## config.mk

```make
export PLATFORM = sky130hd
export DESIGN_NAME = zvfs_top
export DESIGN_NICKNAME = d
export VERILOG_FILES = /design/src/rtl/zvfs_pkg.sv /design/src/rtl/zvfs_top.sv
export SDC_FILE = /design/constraint.sdc
export NUM_CORES = 1
export LEC_CHECK = 0
export ABC_CLOCK_PERIOD_IN_PS = 3600
export CAP_MARGIN = 10
export CORE_ASPECT_RATIO = 0.5
export CORE_MARGIN = 2
export CORE_UTILIZATION = 25
export CTS_BUF_LIST = sky130_fd_sc_hd__clkbuf_16
export DETAILED_ROUTE_END_ITERATION = 8
export DONT_BUFFER_PORTS = 1
export GPL_TIMING_DRIVEN = 0
export PLACE_DENSITY = 0.42
export SLEW_MARGIN = 10
export SYNTH_ARGS = -nofsm -noshare
export SYNTH_HDL_FRONTEND = slang
export SYNTH_SLANG_ARGS = --single-unit
```

## constraint.sdc

```tcl
create_clock -name clk -period 3.6 [get_ports clk]
set_input_delay 0.72 -clock clk [delete_from_list [all_inputs] [get_ports clk]]
set_output_delay 0.72 -clock clk [all_outputs]
set_load 0.02 [all_outputs]
```

## src/rtl/zvfs_pkg.sv

```systemverilog
// Package for the soft-switch flag and start-up sequencer block.
// Assumes a 250 MHz clock; all times are converted to cycles here.
package zvfs_pkg;

  // Clock period in picoseconds
  localparam int unsigned CLK_PERIOD_PS = 4000;

  // Flag pulse delay and width, in nanoseconds
  localparam int unsigned FLAG_DELAY_NS = 20;
  localparam int unsigned FLAG_WIDTH_NS = 40;

  // Least times round up to whole cycles
  localparam int unsigned FLAG_DELAY_CYC = (FLAG_DELAY_NS * 1000 + CLK_PERIOD_PS - 1) / CLK_PERIOD_PS;
  localparam int unsigned FLAG_WIDTH_CYC = (FLAG_WIDTH_NS * 1000 + CLK_PERIOD_PS - 1) / CLK_PERIOD_PS;

  // Minimum reverse-conduction time per drive-strength setting, in ns
  localparam int unsigned MIN_REV_NS_S0 = 40;
  localparam int unsigned MIN_REV_NS_S1 = 28;
  localparam int unsigned MIN_REV_NS_S2 = 20;
  localparam int unsigned MIN_REV_NS_S3 = 12;

  // Same thresholds in cycles, rounded up
  localparam int unsigned MIN_REV_CYC_S0 = (MIN_REV_NS_S0 * 1000 + CLK_PERIOD_PS - 1) / CLK_PERIOD_PS;
  localparam int unsigned MIN_REV_CYC_S1 = (MIN_REV_NS_S1 * 1000 + CLK_PERIOD_PS - 1) / CLK_PERIOD_PS;
  localparam int unsigned MIN_REV_CYC_S2 = (MIN_REV_NS_S2 * 1000 + CLK_PERIOD_PS - 1) / CLK_PERIOD_PS;
  localparam int unsigned MIN_REV_CYC_S3 = (MIN_REV_NS_S3 * 1000 + CLK_PERIOD_PS - 1) / CLK_PERIOD_PS;

  // Counter width for all timers
  localparam int unsigned CNT_W = 8;

  // Start-up sequencer states, one-hot
  typedef enum logic [2:0] {
    ZVFS_ST_WAIT_SUPPLY = 3'b001,
    ZVFS_ST_RAILS_BUILD = 3'b010,
    ZVFS_ST_RUN = 3'b100
  } zvfs_start_state_type;

  // Flag pulse states, one-hot
  typedef enum logic [2:0] {
    ZVFS_FL_IDLE = 3'b001,
    ZVFS_FL_DELAY = 3'b010,
    ZVFS_FL_PULSE = 3'b100
  } zvfs_flag_state_type;

  // Supply and rail monitor inputs travelling together
  typedef struct packed {
    logic above_rise_thr; // Supply above rising lockout threshold
    logic below_fall_thr; // Supply below falling lockout threshold
    logic rail_5v_ready; // Internal 5 V rail ready
    logic neg_rail_ready; // Negative gate rail ready
  } zvfs_supply_type;

endpackage

```

## src/rtl/zvfs_top.sv

```systemverilog
// Soft-switch flag detector and start-up sequencer of a driven power switch.
// Assumes all inputs are synchronous to clk; comparators are external inputs.
// Operation
// - Sample negative drain on gate rising edge
// - Confirmed: delay, then fixed-width flag pulse
// - Short reverse conduction gives no flag
// - Hard switching gives no flag
// - Detection time depends on drive strength
// - Each cycle judged on its own unless a flag is still pending
// - Fault held low while supply builds
// - Rails build above rise, pause below fall
// - Both rails ready: release fault, follow gate
`timescale 1ns/100ps
module zvfs_top #(
  parameter int unsigned DELAY_CYC = zvfs_pkg::FLAG_DELAY_CYC,
  parameter int unsigned WIDTH_CYC = zvfs_pkg::FLAG_WIDTH_CYC
) (
  input wire logic clk,
  input wire logic rst_n,
  input wire logic clk_en,
  input wire logic gate_cmd_in,
  input wire logic drain_negative_in,
  input wire logic [1:0] drive_strength,
  input wire zvfs_pkg::zvfs_supply_type supply_in,
  output logic rail_build_en,
  output logic gate_drive_out,
  output logic fault_n_out,
  output logic fault_n_oe_n,
  output logic zero_volt_flag_out
);

  ////////////////////////////////////////////////////////////////////////////
  // Declarations

  // Sequencer state
  zvfs_pkg::zvfs_start_state_type start_state_reg;
  // Flag pulse state
  zvfs_pkg::zvfs_flag_state_type flag_state_reg;
  // Previous gate command, for edge detection
  logic gate_prev_reg;
  // Reverse-conduction length counter, saturating
  logic [zvfs_pkg::CNT_W-1:0] rev_cnt_reg;
  // Flag delay and width timer
  logic [zvfs_pkg::CNT_W-1:0] flag_cnt_reg;
  // Registered fault level
  logic fault_n_reg;
  // Registered gate drive
  logic gate_drive_reg;
  // Registered flag level
  logic flag_reg;
  // Gate rising edge seen this cycle
  logic gate_rise;
  // Reverse conduction long enough
  logic rev_long_enough;
  // Sequencer in normal run
  logic running;

  ////////////////////////////////////////////////////////////////////////////
  // Helpers

  // Detection threshold in cycles for a drive-strength code
  // Faster drive settings need a shorter reverse stretch
  function automatic logic [zvfs_pkg::CNT_W-1:0] min_rev_cycles(input logic [1:0] sel);
    logic [zvfs_pkg::CNT_W-1:0] val;
    val = '0;
    case (sel)
      2'h0: val = zvfs_pkg::CNT_W'(zvfs_pkg::MIN_REV_CYC_S0);
      2'h1: val = zvfs_pkg::CNT_W'(zvfs_pkg::MIN_REV_CYC_S1);
      2'h2: val = zvfs_pkg::CNT_W'(zvfs_pkg::MIN_REV_CYC_S2);
      default: val = zvfs_pkg::CNT_W'(zvfs_pkg::MIN_REV_CYC_S3);
    endcase
    return val;
  endfunction

  // Sequencer has released the switch
  assign running = (start_state_reg == zvfs_pkg::ZVFS_ST_RUN);
  // Rising edge of gate command
  assign gate_rise = gate_cmd_in & ~gate_prev_reg;
  // Conduction must reach the strength-dependent time
  assign rev_long_enough = (rev_cnt_reg >= min_rev_cycles(drive_strength));

  ////////////////////////////////////////////////////////////////////////////
  // Start-up sequencer

  // Lockout, rail build-up and release
  // A supply dip only matters while rails build; run is kept until reset
  always_ff @(posedge clk) begin
    if (!rst_n) begin
      start_state_reg <= zvfs_pkg::ZVFS_ST_WAIT_SUPPLY;
    end else if (clk_en) begin
      case (start_state_reg)
        // Supply still building
        zvfs_pkg::ZVFS_ST_WAIT_SUPPLY: begin
          if (supply_in.above_rise_thr) begin
            start_state_reg <= zvfs_pkg::ZVFS_ST_RAILS_BUILD;
          end
        end
        // Rails building; pause on supply dip
        zvfs_pkg::ZVFS_ST_RAILS_BUILD: begin
          if (supply_in.below_fall_thr) begin
            start_state_reg <= zvfs_pkg::ZVFS_ST_WAIT_SUPPLY;
          end else if (supply_in.rail_5v_ready && supply_in.neg_rail_ready) begin
            start_state_reg <= zvfs_pkg::ZVFS_ST_RUN;
          end
        end
        // Normal switching
        zvfs_pkg::ZVFS_ST_RUN: begin
          start_state_reg <= zvfs_pkg::ZVFS_ST_RUN;
        end
        default: begin
          start_state_reg <= zvfs_pkg::ZVFS_ST_WAIT_SUPPLY;
        end
      endcase
    end
  end

  // Rails build only in the build state
  // Low in lockout and once running
  assign rail_build_en = (start_state_reg == zvfs_pkg::ZVFS_ST_RAILS_BUILD);

  // Fault output: low until running
  // Registered so the pin never glitches high on a state change
  always_ff @(posedge clk) begin
    if (!rst_n) begin
      fault_n_reg <= 1'b0;
    end else if (clk_en) begin
      fault_n_reg <= running;
    end
  end

  // Open-drain: enable low pulls the pin low
  assign fault_n_out = 1'b0;
  assign fault_n_oe_n = fault_n_reg;

  // Gate drive follows command only when running
  // Command is ignored while the sequencer holds the fault low
  always_ff @(posedge clk) begin
    if (!rst_n) begin
      gate_drive_reg <= 1'b0;
    end else if (clk_en) begin
      gate_drive_reg <= running & gate_cmd_in;
    end
  end
  assign gate_drive_out = gate_drive_reg;

  ////////////////////////////////////////////////////////////////////////////
  // Soft-switch detector

  // Gate edge history
  // Resets to the idle low level, so no false edge after reset
  always_ff @(posedge clk) begin
    if (!rst_n) begin
      gate_prev_reg <= 1'b0;
    end else if (clk_en) begin
      gate_prev_reg <= gate_cmd_in;
    end
  end

  // Length of current negative-drain stretch while gate is low
  // Any positive drain sample restarts the count; saturates at all ones
  always_ff @(posedge clk) begin
    if (!rst_n) begin
      rev_cnt_reg <= '0;
    end else if (clk_en) begin
      if (gate_cmd_in || !drain_negative_in) begin
        rev_cnt_reg <= '0;
      end else if (rev_cnt_reg != '1) begin
        rev_cnt_reg <= rev_cnt_reg + 1'b1;
      end
    end
  end

  // Delay then pulse on a confirmed soft switch
  // Gate edges during a pending delay or pulse are ignored
  always_ff @(posedge clk) begin
    if (!rst_n) begin
      flag_state_reg <= zvfs_pkg::ZVFS_FL_IDLE;
      flag_cnt_reg <= '0;
      flag_reg <= 1'b0;
    end else if (clk_en) begin
      case (flag_state_reg)
        // Wait for gate edge with enough reverse conduction
        zvfs_pkg::ZVFS_FL_IDLE: begin
          flag_reg <= 1'b0;
          if (gate_rise && running && drain_negative_in && rev_long_enough) begin
            flag_state_reg <= zvfs_pkg::ZVFS_FL_DELAY;
            flag_cnt_reg <= zvfs_pkg::CNT_W'(DELAY_CYC - 1);
          end
        end
        // Count out the delay
        zvfs_pkg::ZVFS_FL_DELAY: begin
          if (!running) begin
            flag_state_reg <= zvfs_pkg::ZVFS_FL_IDLE;
          end else if (flag_cnt_reg == '0) begin
            flag_state_reg <= zvfs_pkg::ZVFS_FL_PULSE;
            flag_cnt_reg <= zvfs_pkg::CNT_W'(WIDTH_CYC - 1);
            flag_reg <= 1'b1;
          end else begin
            flag_cnt_reg <= flag_cnt_reg - 1'b1;
          end
        end
        // Hold the flag for the pulse width
        zvfs_pkg::ZVFS_FL_PULSE: begin
          if (flag_cnt_reg == '0 || !running) begin
            flag_state_reg <= zvfs_pkg::ZVFS_FL_IDLE;
            flag_reg <= 1'b0;
          end else begin
            flag_cnt_reg <= flag_cnt_reg - 1'b1;
          end
        end
        default: begin
          flag_state_reg <= zvfs_pkg::ZVFS_FL_IDLE;
          flag_reg <= 1'b0;
        end
      endcase
    end
  end

  // Flag pin straight from its flip-flop
  assign zero_volt_flag_out = flag_reg;

endmodule

```

==> impl_metrics.yaml <==
status:
  outcome: "complete, no violations"
worst_setup_path:
  cp.arrival_ns: 2.50
  start_kind: "primary input"
  crit_fanout: 9
  worstSetupPathType: "primary input to flop"
  critPathRequiredTime_ns: 3.76
  cp-end-kind: "flop"
cells_and_area:
  num-fill-cells: 675
  antenna_cells: 0
  final_nets: 230
  area_growth_pct: 12.9
  final_layout_size_suffix_gt1_share_pct: 11.5
  stdcell_count: 297
  seq_area_um2: 520
  multi_input_area_um2: 992
pwr:
  p_total_w: 0.000670
  ir_drop_uv: 226
  power_leakage_nw: 0.741
  p_per_area_nw_per_um2: 356
clocking:
  postCtsSetupBuffers: 0
  cts_hold_buf: 0
  numCtsBuffers: 3
  clk_pin_slew_ns: 0.07
  cts-resized-gates: 0
  cts_tree: "yes"
  clock_latency_ns: 0.26
  clock_path_buffers: 2
  cts_root_buf: "clkbuf_16"
  cts_sinks: 26
  cts_htree_levels: 1
grt:
  grt.overflow.total: 0
  grt_start_max_net_pins: 16
  grt_pass1_vias: 1311
  antenna_found_initial: 0
  grt_first_pass_wirelength_mm: 6.29
  grt_usage_pct: 10.7
placed_design:
  port-buffer-count: 0
  place_ws_ns: 0.950
  place_inst: 293
  dpl.hpwl_mm: 2.71
  gp_congestion: 0.745
synthesis:
  synth_area_um2: 1670
  syn_nets: 225
  synthFlopType: "dfxtp_1"
  synth_cell_types: 55
  async_reset_ff_share_pct: 0
  ys_ff_latch: 26
  yosysTopAreaCellShare_pct: 31.3
  synth_edf_count: 0
  syn_inst: 205
  synth.top_cells.by_count: "27 x nand2_1, 26 x dfxtp_1, 21 x nor2_1"
  netlist_top_cells_area: "dfxtp_1 31%, ha_1 6.8%, nand2_1 6.1%"
  yosys_warnings: 0
  yosysTopAreaCell: "dfxtp_1"
  ys_seq_area_share_pct: 31.3
  postSynthAreaPerCell_um2: 8.12
  yosysMostFrequentCell: "nand2_1"
detailed_routing:
  final_antenna_net_count: 0
  drc: 0
  detailroute.via_count: 1372
  drt_iter0_drc: 67
  wire_per_inst_um: 12.3
  drt_pass1_iterations: 4
  routed_wl_mm: 3.67
  viasPerCell: 4.62
die:
  die-width_um: 119
  die_area_um2: 7370
  core_area_um2: 6260
  rows: 20
  fp.dieH_um: 61.7
  pin_count: 16
  start_util_pct: 26.6
timing:
  finalSetupViolations: 0
  slew-limit-headroom_pct: 54.7
  fmax_mhz: 427
  skew_ns: 0.00256
  layout_setup_ws_ns: 1.26
  tns_ns: 0
  rsz0062_at_grt: "false"
  period_share_pct: 65.1
  tightest_slew_ns: 0.678
  hold_viol_final: 0
  finalCriticalPeriod_ns: 2.34
  finalMaxSlewViolations: 0
flow_run:
  cap_violations: 0
min_path:
  hold_class: "flop to flop"
-- layout by cell type, fill, tap and decap left out, drive strengths merged, types with 4 or more instances in the layout --
cell type  synthesis  final
nand2             27     27
o211ai             4      4
xnor2              4      4
nand2b             6      6
nor4               4      4
a21oi             12     12
and2               4      4
o21ai              9      9
dfxtp             26     26
clkbuf             2      5
nand3              9      9
ha                 9      9
inv               11     11
nor2              21     21
buf                8      8
-- logic make-up (layout without fill, tap and decap cells) --
group,count (synthesis),count (layout),share of synthesized area (%)
compound gates,44,44,17.5
xor+xnor,7,7,3.68
fa+ha+maj,9,9,6.76
buf+inv,23,27,9.17
flops,26,26,31.3
mux,4,4,2.48
other cells,1,1,0.225
simple gates,91,91,28.9
-- metrics by stage --
stage	utilization [%]	cell area [um^2]	hold slack, ns
4_1_cts	30.1	1880	0.496
2_1_floorplan	-	1670	0.447
6_report	30.1	1880	0.493
5_1_grt	30.1	1880	0.525
3_3_place_gp	28.4	1780	0.459
3_5_place_dp	28.4	1780	0.486
-- where the power goes --
group          total (W)  switching (W)  internal, W
sequential      0.000293     0.00000213     0.000291
combinational  0.0000493      0.0000274    0.0000218
clock           0.000328       0.000106     0.000221
total           0.000670       0.000136     0.000534
-- layout make-up --
class,instances,area share (%)
Clock inverter,1,1.60
Buffer,11,5.72
Sequential cell,26,27.7
Multi-Input combinational cell,156,52.8
Tap cell,88,5.85
Inverter,12,2.40
Clock buffer,3,3.99
-- final timing paths --
check | start | to | slack, ns | depth (start not counted)
max reg2reg | rev_cnt_reg[3] | flag_cnt_reg[2] | 1.56 | 8
max | drive_strength[0] | flag_cnt_reg[5] | 1.26 | 11
min reg2reg | flag_cnt_reg[1] | flag_cnt_reg[1] | 0.49 | 2
min | flag_cnt_reg[1] | flag_cnt_reg[1] | 0.49 | 2
-- worst max-delay path, stage by stage --
cell       delay [ns]
inv_1            0.03
ha_1             0.27
inv_1            0.04
ha_1             0.26
o211ai_1         0.08
a21oi_1          0.14
o2111ai_1        0.22
a22o_1           0.26
buf_6            0.14
and2_4           0.16
a21o_1           0.16
-- routing by layer --
layer	track usage, %	vias to the layer above	wire (um)
met4	2.02	0	27
met1	13.8	625	1950
met3	3.10	2	113
li1	-	733	-
met5	0	-	0
met2	18.6	12	1570
No activity file was read; power rests on OpenSTA's default activity.
